### config.mk
export PLATFORM = sky130hd
export DESIGN_NAME = lcp_bank
export DESIGN_NICKNAME = d
export VERILOG_FILES = /design/src/common/lcp_pkg.sv /design/src/logic/lcp_pulse_seq.sv /design/src/logic/lcp_bank.sv
export SDC_FILE = /design/constraint.sdc
export NUM_CORES = 1
export LEC_CHECK = 0
export BUFFER_PORTS_ARGS = -buffer_cell sky130_fd_sc_hd__buf_2
export CAP_MARGIN = 30
export CORE_MARGIN = 2
export CORE_UTILIZATION = 37
export CTS_BUF_LIST = sky130_fd_sc_hd__clkbuf_8
export DETAILED_ROUTE_END_ITERATION = 8
export PLACE_DENSITY = 0.67
export SETUP_SLACK_MARGIN = 0.02
export SYNTH_ARGS = -nofsm -noshare
export SYNTH_HDL_FRONTEND = slang
export SYNTH_HIERARCHICAL = 1
export SYNTH_SLANG_ARGS = --single-unit
export TNS_END_PERCENT = 30
### constraint.sdc
create_clock -name ref_clk -period 7.4 [get_ports ref_clk]
set_clock_uncertainty 0.1 [all_clocks]
set_input_delay 0.74 -clock ref_clk [delete_from_list [all_inputs] [get_ports ref_clk]]
set_output_delay 0.74 -clock ref_clk [all_outputs]
set_load 0.005 [all_outputs]
### src/common/lcp_pkg.sv
// Constants, register map and carrier types for the cable-loss and pulse-segment bank
package lcp_pkg;
	localparam int unsigned ADDR_W       = 16;
	localparam int unsigned DATA_W       = 32;
	localparam int unsigned IDX_W        = 14;
	localparam int unsigned SEG_COUNT    = 8;
	localparam int unsigned SEG_W        = 7;
	localparam int unsigned CODE_W       = 6;
	localparam int unsigned EQC_W        = 5;
	localparam int unsigned LOS_CNT_W    = 13;

	// Register indices; byte address is four times the index
	localparam logic [IDX_W-1:0] IDX_LIU_CTRL   = 14'h0f00;
	localparam logic [IDX_W-1:0] IDX_LOS_STATUS = 14'h0f01;
	localparam logic [IDX_W-1:0] IDX_CABLE_LOSS = 14'h0f07;
	localparam logic [IDX_W-1:0] IDX_SEG_FIRST  = 14'h0f08;
	localparam logic [IDX_W-1:0] IDX_SEG_TWO    = 14'h0f09;

	// Control register field positions
	localparam int unsigned CTRL_EQC_LSB  = 0;
	localparam int unsigned CTRL_EXT_BIT  = 5;
	localparam int unsigned CTRL_SYNC_BIT = 6;

	localparam logic [EQC_W-1:0]  EQC_RESET      = 5'h00;
	localparam logic [EQC_W-1:0]  EQC_ARBITRARY  = 5'h1f;
	localparam logic [SEG_W-1:0]  SEG_RESET      = 7'h00;
	localparam logic [CODE_W-1:0] CODE_RESET     = 6'h00;
	localparam logic [DATA_W-1:0] DATA_ZERO      = 32'h0000_0000;

	// Signal-loss intervals in line bits
	localparam int unsigned DIGITAL_SIGNAL_LOSS_INTERVAL_EXT_BITS    = 4096;
	localparam int unsigned DIGITAL_SIGNAL_LOSS_INTERVAL_NORMAL_BITS = 32;
	localparam int unsigned SEG_CYCLES       = 2;

	typedef struct packed {
		logic             sync_mode;
		logic             ext_los;
		logic [EQC_W-1:0] eq_ctrl;
	} lcp_ctrl_type;

	typedef struct packed {
		logic              sign;
		logic [SEG_W-2:0]  magnitude;
	} lcp_seg_type;

	typedef struct packed {
		logic              valid;
		logic [2:0]        index;
		lcp_seg_type       amp;
	} lcp_tx_type;
endpackage : lcp_pkg

### src/logic/lcp_pulse_seq.sv
// Steps the eight transmit pulse segments out in order per pulse interval
`timescale 1ns/10ps
`default_nettype none
module lcp_pulse_seq #(
	parameter int unsigned SEG_CYCLES = lcp_pkg::SEG_CYCLES
) (
	input  wire logic                                   ref_clk,     // System clock
	input  wire logic                                   nrst,        // Sync reset, low
	input  wire logic                                   arb_mode,    // Arbitrary mode on
	input  wire logic                                   pulse_start, // Start of pulse interval
	input  wire lcp_pkg::lcp_seg_type [lcp_pkg::SEG_COUNT-1:0] segs, // Segment table
	output var  lcp_pkg::lcp_tx_type                    tx_q         // Segment output
);
	typedef enum logic [1:0] {
		ST_IDLE  = 2'b01,
		ST_SHAPE = 2'b10
	} lcp_seq_state_type;

	localparam int unsigned DW = (SEG_CYCLES > 1) ? $clog2(SEG_CYCLES) : 1;
	localparam logic [DW-1:0] DWELL_LAST = DW'(SEG_CYCLES - 1);
	localparam logic [2:0]    IDX_LAST   = 3'(lcp_pkg::SEG_COUNT - 1);

	lcp_seq_state_type   state_q;
	lcp_seq_state_type   state_d;
	logic [DW-1:0]       dwell_q;
	logic [2:0]          idx_q;
	wire logic           dwell_end;
	wire logic           last_seg;
	wire logic           launch;

	assign dwell_end = (dwell_q == DWELL_LAST);
	assign last_seg  = (idx_q == IDX_LAST);
	// No pulse starts outside arbitrary mode; a segment already out stays valid one cycle after it ends
	assign launch    = arb_mode && pulse_start;

	always_comb begin
		state_d = state_q;
		unique case (state_q)
			ST_IDLE: begin
				if (launch) begin
					state_d = ST_SHAPE;
				end
			end
			ST_SHAPE: begin
				if (!arb_mode || (dwell_end && last_seg && !pulse_start)) begin
					state_d = ST_IDLE;
				end
			end
			default: begin
				state_d = ST_IDLE;
			end
		endcase
	end

	always_ff @(posedge ref_clk) begin
		if (!nrst) begin
			state_q <= ST_IDLE;
			dwell_q <= '0;
			idx_q   <= '0;
			tx_q    <= '0;
		end else begin
			state_q <= state_d;
			if (launch && (state_q == ST_IDLE || (dwell_end && last_seg))) begin
				dwell_q <= '0;
				idx_q   <= '0;
				tx_q    <= '{valid: 1'b1, index: 3'h0, amp: segs[0]};
			end else if (state_q == ST_SHAPE && arb_mode && !(dwell_end && last_seg)) begin
				dwell_q <= dwell_end ? '0 : dwell_q + DW'(1);
				if (dwell_end) begin
					idx_q <= idx_q + 3'h1;
					tx_q  <= '{valid: 1'b1, index: idx_q + 3'h1, amp: segs[idx_q + 3'h1]};
				end
			end else if (state_d == ST_IDLE) begin
				dwell_q <= '0;
				idx_q   <= '0;
				tx_q    <= '0;
			end
		end
	end
endmodule : lcp_pulse_seq
`default_nettype wire

### src/logic/lcp_bank.sv
// APB register bank: cable-loss code, signal-loss detect, arbitrary pulse segments
//
// Register access over APB is this design's own decision.
`timescale 1ns/10ps
`default_nettype none
module lcp_bank #(
	parameter int unsigned DIGITAL_SIGNAL_LOSS_INTERVAL_EXT_BITS    = lcp_pkg::DIGITAL_SIGNAL_LOSS_INTERVAL_EXT_BITS,
	parameter int unsigned DIGITAL_SIGNAL_LOSS_INTERVAL_NORMAL_BITS = lcp_pkg::DIGITAL_SIGNAL_LOSS_INTERVAL_NORMAL_BITS,
	parameter int unsigned SEG_CYCLES       = lcp_pkg::SEG_CYCLES
) (
	input  wire logic                        ref_clk,                  // 25 MHz clock
	input  wire logic                        nrst,                     // Sync reset, low
	input  wire logic                        psel,                     // APB select
	input  wire logic                        penable,                  // APB enable
	input  wire logic                        pwrite,                   // APB write
	input  wire logic [lcp_pkg::ADDR_W-1:0]  paddr,                    // APB byte address
	input  wire logic [lcp_pkg::DATA_W-1:0]  pwdata,                   // APB write data
	output logic      [lcp_pkg::DATA_W-1:0]  prdata,                   // APB read data
	output logic                             pready,                   // APB ready
	output logic                             pslverr,                  // APB error
	input  wire logic [lcp_pkg::CODE_W-1:0]  cable_attenuation_code,   // Equalizer setting
	input  wire logic                        rx_data,                  // Line data pin
	input  wire logic                        rx_bit_en,                // Line bit strobe
	input  wire logic                        tx_pulse_start,           // Pulse interval start
	output logic                             receive_signal_loss_alarm,// Signal-loss alarm
	output logic                             arb_mode,                 // Arbitrary mode active
	output logic                             tx_seg_valid,             // Segment valid
	output logic      [2:0]                  tx_seg_index,             // Segment number - 1
	output logic      [lcp_pkg::SEG_W-1:0]   tx_seg_amplitude          // Sign-magnitude amplitude
);
	localparam int unsigned NS = lcp_pkg::SEG_COUNT;
	localparam logic [lcp_pkg::LOS_CNT_W-1:0] LIM_EXT  =
		lcp_pkg::LOS_CNT_W'(DIGITAL_SIGNAL_LOSS_INTERVAL_EXT_BITS);
	localparam logic [lcp_pkg::LOS_CNT_W-1:0] LIM_NORM =
		lcp_pkg::LOS_CNT_W'(DIGITAL_SIGNAL_LOSS_INTERVAL_NORMAL_BITS);

	function automatic logic hit(input logic [lcp_pkg::ADDR_W-1:0] a,
			input logic [lcp_pkg::IDX_W-1:0] idx);
		hit = (a[lcp_pkg::ADDR_W-1:2] == idx) && (a[1:0] == 2'b00);
	endfunction : hit

	lcp_pkg::lcp_ctrl_type                  ctrl_q;
	lcp_pkg::lcp_seg_type  [NS-1:0]         seg_q;
	logic [lcp_pkg::CODE_W-1:0]             code_q;
	logic                                   rx_meta_q;
	logic                                   rx_sync_q;
	logic [lcp_pkg::LOS_CNT_W-1:0]          zero_cnt_q;
	logic                                   los_q;
	logic                                   arb_q;
	logic [lcp_pkg::DATA_W-1:0]             rdata_q;
	logic                                   ready_q;
	logic                                   err_q;
	lcp_pkg::lcp_tx_type                    tx_w;

	wire logic                              setup_ph;
	wire logic                              access_ph;
	wire logic                              wr_fire;
	wire logic                              hit_ctrl;
	wire logic                              hit_stat;
	wire logic                              hit_loss;
	wire logic [NS-1:0]                     hit_seg;
	wire logic                              mapped;
	wire logic [lcp_pkg::LOS_CNT_W-1:0]     los_limit;
	wire logic [lcp_pkg::DATA_W-1:0]        rd_mux;
	logic [lcp_pkg::DATA_W-1:0]             seg_rd;

	assign setup_ph  = psel && !penable;
	assign access_ph = psel && penable;
	assign wr_fire   = access_ph && pwrite && ready_q && !err_q;
	assign hit_ctrl  = hit(paddr, lcp_pkg::IDX_LIU_CTRL);
	assign hit_stat  = hit(paddr, lcp_pkg::IDX_LOS_STATUS);
	assign hit_loss  = hit(paddr, lcp_pkg::IDX_CABLE_LOSS);

	genvar gi;
	generate
		for (gi = 0; gi < NS; gi++) begin : g_seg_dec
			assign hit_seg[gi] = hit(paddr, lcp_pkg::IDX_SEG_FIRST + lcp_pkg::IDX_W'(gi));
		end
	endgenerate

	assign mapped = hit_ctrl || hit_stat || hit_loss || (|hit_seg);

	always_comb begin
		seg_rd = lcp_pkg::DATA_ZERO;
		for (int i = 0; i < NS; i++) begin
			if (hit_seg[i]) begin
				seg_rd = {25'h0000000, seg_q[i]};
			end
		end
	end

	// Upper bits of every register read as zero
	assign rd_mux =
		hit_ctrl ? {25'h0000000, ctrl_q} :
		hit_stat ? {31'h00000000, los_q} :
		hit_loss ? {26'h0000000, code_q} :
		seg_rd;

	// Shorter interval unless the extended option is set
	assign los_limit = ctrl_q.ext_los ? LIM_EXT : LIM_NORM;

	// Zero-wait APB slave: reply staged in setup, shown in access
	always_ff @(posedge ref_clk) begin
		if (!nrst) begin
			rdata_q <= lcp_pkg::DATA_ZERO;
			ready_q <= 1'b0;
			err_q   <= 1'b0;
		end else begin
			ready_q <= setup_ph;
			err_q   <= setup_ph && !mapped;
			rdata_q <= (setup_ph && !pwrite && mapped) ? rd_mux : lcp_pkg::DATA_ZERO;
		end
	end

	always_ff @(posedge ref_clk) begin
		if (!nrst) begin
			ctrl_q <= '{sync_mode: 1'b0, ext_los: 1'b0, eq_ctrl: lcp_pkg::EQC_RESET};
		end else if (wr_fire && hit_ctrl) begin
			ctrl_q <= pwdata[lcp_pkg::CTRL_SYNC_BIT:lcp_pkg::CTRL_EQC_LSB];
		end
	end

	generate
		for (gi = 0; gi < NS; gi++) begin : g_seg_reg
			always_ff @(posedge ref_clk) begin
				if (!nrst) begin
					seg_q[gi] <= lcp_pkg::SEG_RESET;
				end else if (wr_fire && hit_seg[gi]) begin
					seg_q[gi] <= pwdata[lcp_pkg::SEG_W-1:0];
				end
			end
		end
	endgenerate

	// Cable-loss code tracks the equalizer every cycle
	always_ff @(posedge ref_clk) begin
		if (!nrst) begin
			code_q <= lcp_pkg::CODE_RESET;
		end else begin
			code_q <= cable_attenuation_code;
		end
	end

	// Line data comes from a pin, so two flops first
	always_ff @(posedge ref_clk) begin
		if (!nrst) begin
			rx_meta_q <= 1'b0;
			rx_sync_q <= 1'b0;
		end else begin
			rx_meta_q <= rx_data;
			rx_sync_q <= rx_meta_q;
		end
	end

	// Counts consecutive zero bits; alarm holds until a one arrives
	always_ff @(posedge ref_clk) begin
		if (!nrst) begin
			zero_cnt_q <= '0;
			los_q      <= 1'b0;
		end else if (rx_bit_en) begin
			if (rx_sync_q) begin
				zero_cnt_q <= '0;
				los_q      <= 1'b0;
			end else if (zero_cnt_q < los_limit) begin
				zero_cnt_q <= zero_cnt_q + lcp_pkg::LOS_CNT_W'(1);
				los_q      <= (zero_cnt_q + lcp_pkg::LOS_CNT_W'(1)) >= los_limit;
			end else begin
				los_q      <= 1'b1;
			end
		end
	end

	always_ff @(posedge ref_clk) begin
		if (!nrst) begin
			arb_q <= 1'b0;
		end else begin
			arb_q <= (ctrl_q.eq_ctrl == lcp_pkg::EQC_ARBITRARY);
		end
	end

	lcp_pulse_seq #(
		.SEG_CYCLES (SEG_CYCLES)
	) u_seq (
		.ref_clk     (ref_clk),
		.nrst        (nrst),
		.arb_mode    (arb_q),
		.pulse_start (tx_pulse_start),
		.segs        (seg_q),
		.tx_q        (tx_w)
	);

	assign prdata                    = rdata_q;
	assign pready                    = ready_q;
	assign pslverr                   = err_q;
	assign receive_signal_loss_alarm = los_q;
	assign arb_mode                  = arb_q;
	assign tx_seg_valid              = tx_w.valid;
	assign tx_seg_index              = tx_w.index;
	assign tx_seg_amplitude          = tx_w.amp;
endmodule : lcp_bank
`default_nettype wire

# [Word-level counts from Yosys, hierarchy flattened]
# Cells that the tools add are included.
[classes] eq_ne=18 bitwise=2 n_lt_le_gt_ge=3 muxes=31 reduce_logical=57 addsub=3
[op_table] cell="14-bit by 12-bit equality test with 1-bit output (second input constant)" count=11
[op_table] cell="7-bit 2-to-1 mux" count=12
[op_table] cell="11-bit 2-to-1 mux" count=4
[op_table] cell="13-bit 2-to-1 mux" count=3
[op_table] cell="1-bit logical AND" count=34
[op_table] cell="7-bit binary-select mux with 3-bit select" count=1
[op_table] cell="13-bit by 1-bit adder with 13-bit output (second input constant)" count=1
[op_table] cell="13-bit greater-or-equal comparator" count=1
[op_table] cell="13-bit < comparator" count=1
[op_table] cell="12-bit OR reduction" count=1
[op_table] cell="3-bit 2-to-1 mux" count=3
[op_table] cell="2-bit AND reduction" count=4
[op_table] cell="8-bit OR reduction" count=1
[op_table] cell="1-bit logical NOT" count=7
[op_table] cell="5-bit equality test (second input constant)" count=1
[op_table] cell="1-bit logical OR" count=5
[op_table] cell="1-bit 2-to-1 mux" count=5
[op_table] cell="2-bit by 1-bit equality test with 1-bit output (second input constant)" count=2
[op_table] cell="3-bit by 4-bit < comparator with 1-bit output (second input constant)" count=1
[op_table] cell="2-bit 2-to-1 mux" count=2
[op_table] cell="2-bit case mux with 2 select lines" count=1
[op_table] cell="2-bit nonzero test" count=2
[op_table] cell="3-bit by 1-bit adder with 3-bit output (second input constant)" count=1
[op_table] cell="3-bit equality test (second input constant)" count=1
[op_table] cell="8 further kinds" count=9
[word_totals] ff_bits=137 output_inout_bits=47 input_bits=62 word_cells=150

# [Depth between registers and ports, before layout]
[logic_depth] depth_word=13 depth_mapped=10 depth_no_buf=10

# [By module]
# Netlist, hierarchy kept.
[by_module_without_submodules] mod="lcp_bank" instances=1 cells_each=542 seq_area_each_um2=1901.8 area_per_inst_um2=4859.7
[by_module_without_submodules] mod="lcp_pulse_seq" instances=1 cells_each=143 seq_area_each_um2=280.3 area_per_inst_um2=1350.0

# [Worst setup path after synthesis]
# Ideal clock, no wire load.
[synth_path] path_type="register -> register" from="register zero_cnt_q[0] (netlist bit)" to="register los_q, in the netlist receive_signal_loss_alarm" t_required_ps=7166 n_path_buf=0 arrival_ps=2390 slack_ps=4776 synth_period_minus_slack_ps=2624 path_stages_with_launch=11 setup_time_ps=134 path_cell_list="dfxtp_1 -> ha_1 -> nand4_1 -> nor4_1 -> nand3_1 -> xnor2_1 -> ha_1 -> and3_1 -> o21ai_0 -> a31oi_1 -> or4_1"
[synth_between] elab_chain_len=4 word_cells_on_any_way=5 classes_between="1 x add/sub; 2 x order compare; 2 x mux"
[synth_lines] element="from (decl)" line_no="lcp_bank.sv:47" text="logic [lcp_pkg::LOS_CNT_W-1:0] zero_cnt_q;"
[synth_lines] element="from (signal assigned)" line_no="lcp_bank.sv:165" text="zero_cnt_q <= zero_cnt_q + lcp_pkg::LOS_CNT_W'(1);"
[synth_lines] element="13-bit by 1-bit adder with 13-bit output" line_no="lcp_bank.sv:166" text="los_q <= (zero_cnt_q + lcp_pkg::LOS_CNT_W'(1)) >= los_limit;"
[synth_lines] element="13-bit greater-or-equal comparator" line_no="lcp_bank.sv:166"
[synth_lines] element="1-bit 2-to-1 mux (*)" line_no="lcp_bank.sv:164" text="end else if (zero_cnt_q < los_limit) begin"
[synth_lines] element="1-bit 2-to-1 mux (*)" line_no="lcp_bank.sv:161" text="if (rx_sync_q) begin"
[synth_lines] element="to (signal assigned)" line_no="lcp_bank.sv:166"
[synth_lines] element="to (decl)" line_no="lcp_bank.sv:48" text="logic los_q;"
# Every way passes the cells marked *; elsewhere a longest branch is shown, timed or not.
# A chain may end at the register's enable or synchronous reset.

# [Worst setup path in the final report]
[layout_path] from="input paddr[14] (netlist bit)" to="register rdata_q (netlist bit prdata[3])"
[layout_between] elab_chain_len=13 word_cells_on_any_way=39 classes_between="11 x eq/ne; 11 x mux; 17 x reduce/logical"
[layout_lines] element="from (decl)" line_no="lcp_bank.sv:16" text="input wire logic [lcp_pkg::ADDR_W-1:0] paddr,"
[layout_lines] element="14-bit by 12-bit equality test with 1-bit output" line_no="lcp_bank.sv:39" text="hit = (a[lcp_pkg::ADDR_W-1:2] == idx) && (a[1:0] == 2'b00);"
[layout_lines] element="1-bit logical AND" line_no="lcp_bank.sv:39"
[layout_lines] element="7-bit 2-to-1 mux (8 in series)" line_no="lcp_bank.sv:86" text="if (hit_seg[i]) begin"
[layout_lines] element="7-bit 2-to-1 mux" line_no="lcp_bank.sv:96" text="hit_loss ? {26'h0000000, code_q} :"
[layout_lines] element="7-bit 2-to-1 mux" line_no="lcp_bank.sv:95" text="hit_stat ? {31'h00000000, los_q} :"
[layout_lines] element="7-bit 2-to-1 mux" line_no="lcp_bank.sv:94" text="hit_ctrl ? {25'h0000000, ctrl_q} :"
[layout_lines] element="to (signal assigned)" line_no="lcp_bank.sv:105" text="rdata_q <= lcp_pkg::DATA_ZERO;"
[layout_lines] element="to (signal assigned)" line_no="lcp_bank.sv:111" text="rdata_q <= (setup_ph && !pwrite && mapped) ? rd_mux : lcp_pkg::DATA_ZERO;"
[layout_lines] element="to (decl)" line_no="lcp_bank.sv:50" text="logic [lcp_pkg::DATA_W-1:0] rdata_q;"
# Several ways; a longest one is shown, not always the timed one.

==> results.json <==
{
  "max_cap_viol_count": 0,
  "drc": 0,
  "dp_cells": 923,
  "num_vias": 5206,
  "hold_depth": 1,
  "setup_tns_ns": 0,
  "drive_gt1_share_pct": 17.5,
  "postCtsSetupBuffers": 0,
  "clk_latency_ns": 0.39,
  "io_buffers": 58,
  "die_width_um": 134,
  "power_density_nw_per_um2": 163,
  "setup_viol": 0,
  "period_needed_ns": 3.12,
  "vias_per_cell": 5.54,
  "ys_warn_count": 6,
  "worst_slew_pin_slew_ns": 1.00,
  "drtIter0Drc": 413,
  "row_count": 47,
  "fin_crit_sh_pct": 42.2,
  "gr-total-overflow": 0,
  "async_reset_ff_share_pct": 0,
  "synthFlopType": "dfxtp_1",
  "ctsHoldBuffers": 0,
  "clockRootBuffer": "clkbuf_8",
  "worstHoldEndpoint": "rx_sync_q",
  "syn_avg_cell_area_um2": 9.07,
  "areaGrowthSynthToFinish_pct": 8.20,
  "io-pin-count": 109,
  "reg2reg_from": "zero_cnt_q[0]",
  "ff2ff_setup_slack_ns": 4.45,
  "nFillCells": 1681,
  "status": "finished, final reports clean",
  "synth_edf_count": 0,
  "critPathKind": "primary input to flip-flop",
  "cts_buffers": 9,
  "fp.dieH_um": 134,
  "cts_tree": "yes",
  "hold_viol_final": 0,
  "vdd_drop_max_v": 0.0000763,
  "final_net_count": 785,
  "fp.coreArea_um2": 16500,
  "ys_seq_area_share_pct": 35.1,
  "gp_congestion": 0.871,
  "startpoint_type": "primary input",
  "hold_class": "flip-flop to flip-flop",
  "htree_levels": 3,
  "netlist_area_um2": 6210,
  "drt-pass1-iter-count": 6,
  "grt_pass1_vias": 4809,
  "rr_endpoint": "receive_signal_loss_alarm",
  "cts_resized": 0,
  "die-area_um2": 17800,
  "required_ns": 7.56,
  "ant_nets": 0,
  "initial_core_util_pct": 37.7,
  "power.leakage_nw": 2.50,
  "final_common_cell": "dfxtp_1",
  "wl_per_cell_um": 17.4,
  "hp-start": "rx_meta_q",
  "final_cells": 939,
  "ys_seq_elements": 109,
  "num_antenna_cells": 0,
  "seqCellArea_um2": 2180,
  "routed_wl_um": 16300,
  "hpwlAfterDp_um": 11800,
  "reg2regPathDepth": 10,
  "cts_max_path_buffers": 2,
  "synthDistinctLibCells": 78,
  "antenna_found_initial": 0,
  "grt_pass1_wl_um": 25900,
  "critPathArrivalTime_ns": 3.29,
  "end_kind": "flip-flop",
  "layout_common_cells": "dfxtp_1 (109), nor2_1 (84), mux2i_1 (82)",
  "cts_sinks": 109,
  "syn_inst": 685,
  "grt_max_degree": 70,
  "max_freq_ghz": 0.320,
  "multiInputGateArea_um2": 3680,
  "max_slew_margin_pct": 32.4,
  "rsz0062_at_grt": "no",
  "path_max_fanout": 25,
  "drv_slew": 0,
  "cts.reportedPaths.clkPinSlew_ns": 0.11,
  "grtUsageTotal_pct": 18.4
}
-- sequential cells by signal, summed over array words and instances, names as in the netlist --
register and cells:
seg_q 56, zero_cnt_q 13, u_seq/tx_q 11, ctrl_q 7
prdata 7, code_q 6, u_seq/state_q 2, arb_mode 1
pready 1, pslverr 1, receive_signal_loss_alarm 1, rx_meta_q 1
rx_sync_q 1, u_seq/dwell_end 1
-- logic make-up after synthesis --
| kind of cell | share of synthesized area (%) |
|---|---|
| multiplexers | 16.3 |
| adder cells (fa/ha/maj) | 1.81 |
| other | 0.0604 |
| buffers and inverters | 7.09 |
| XOR/XNOR | 0.846 |
| flip-flops | 35.1 |
| AND/OR/NAND/NOR | 21.9 |
| AO/OA/AOI/OAI | 16.9 |
-- cell type report --
class / instances / share of cell area [%]
Clock buffer: 9 / 1.84
Clock inverter: 7 / 1.47
Inverter: 15 / 0.838
Multi-Input combinational cell: 519 / 54.7
Sequential cell: 109 / 32.5
Tap cell: 220 / 4.10
Timing Repair Buffer: 60 / 4.54
-- routing by layer --
metal	part of all wire [%]	wire, µm	global-route usage, %
met1	46	7440	25.0
met2	45	7400	28.9
met3	6.7	1090	3.73
met4	2.2	365	6.97
met5	0	0	0
-- where the power goes --
part | switching [W] | internal, W
Sequential | 0.00000511 | 0.000593
Clock | 0.000214 | 0.000192
Combinational | 0.0000594 | 0.0000328
-- metrics by stage --
step / total power, W / util, % / instance area, µm² / hold WS [ns] / setup WS, ns
after floorplan: 0.000683 / - / 6300 / 0.312 / 4.78
after global placement: 0.000704 / 39.5 / 6500 / 0.322 / 3.97
after detailed placement: 0.000704 / 39.5 / 6500 / 0.327 / 3.89
after CTS: 0.00111 / 40.8 / 6720 / 0.352 / 4.32
after global routing: 0.00115 / 40.8 / 6720 / 0.380 / 4.13
final: 0.00110 / 40.8 / 6720 / 0.345 / 4.28
-- worst max-delay path by stage --
stage	endpoint	from	depth (start not counted)	slack [ns]
6_report	prdata[3]	paddr[14]	6	4.28
5_1_grt	prdata[4]	paddr[14]	6	4.13
4_1_cts	prdata[3]	paddr[14]	6	4.32
3_5_place_dp	prdata[3]	paddr[14]	6	3.89
3_3_place_gp	prdata[3]	paddr[14]	6	3.97
2_1_floorplan	receive_signal_loss_alarm	zero_cnt_q[0]	10	4.78
-- Yosys cell counts, drive strengths merged, types with 4 or more instances --
cell type	number	area [µm²]
and3	9	57.6
a22oi	10	75.1
nand4	7	43.8
nand2b	11	68.8
a21oi	21	109
clkbuf	29	109
and2	13	81.3
or2	4	25.0
nor3	11	81.3
nand3b	6	45.0
nor2	84	315
or4	4	33.8
o22a	6	52.6
a222oi	4	40.0
dfxtp	109	2180
a221oi	10	131
inv	13	48.8
nor4	13	126
o32ai	6	52.6
a31oi	7	65.1
a21o	4	30.0
buf	37	275
a32oi	10	87.6
nand3	14	75.1
o31ai	6	45.0
o21ai	22	121
or3	9	61.3
mux2i	82	821
ha	9	113
nor2b	16	100
o22ai	4	25.0
o21bai	5	37.5
mux2	15	169
nand2	36	145
-- critical path, cell delays in order --
cell and delay [ns]:
buf_2 0.09, and4bb_2 0.34, nand3_2 0.49, nor4_1 1.03
o31ai_1 0.18, o32ai_1 0.41
Note: power is estimated with default switching activity, not from simulation.
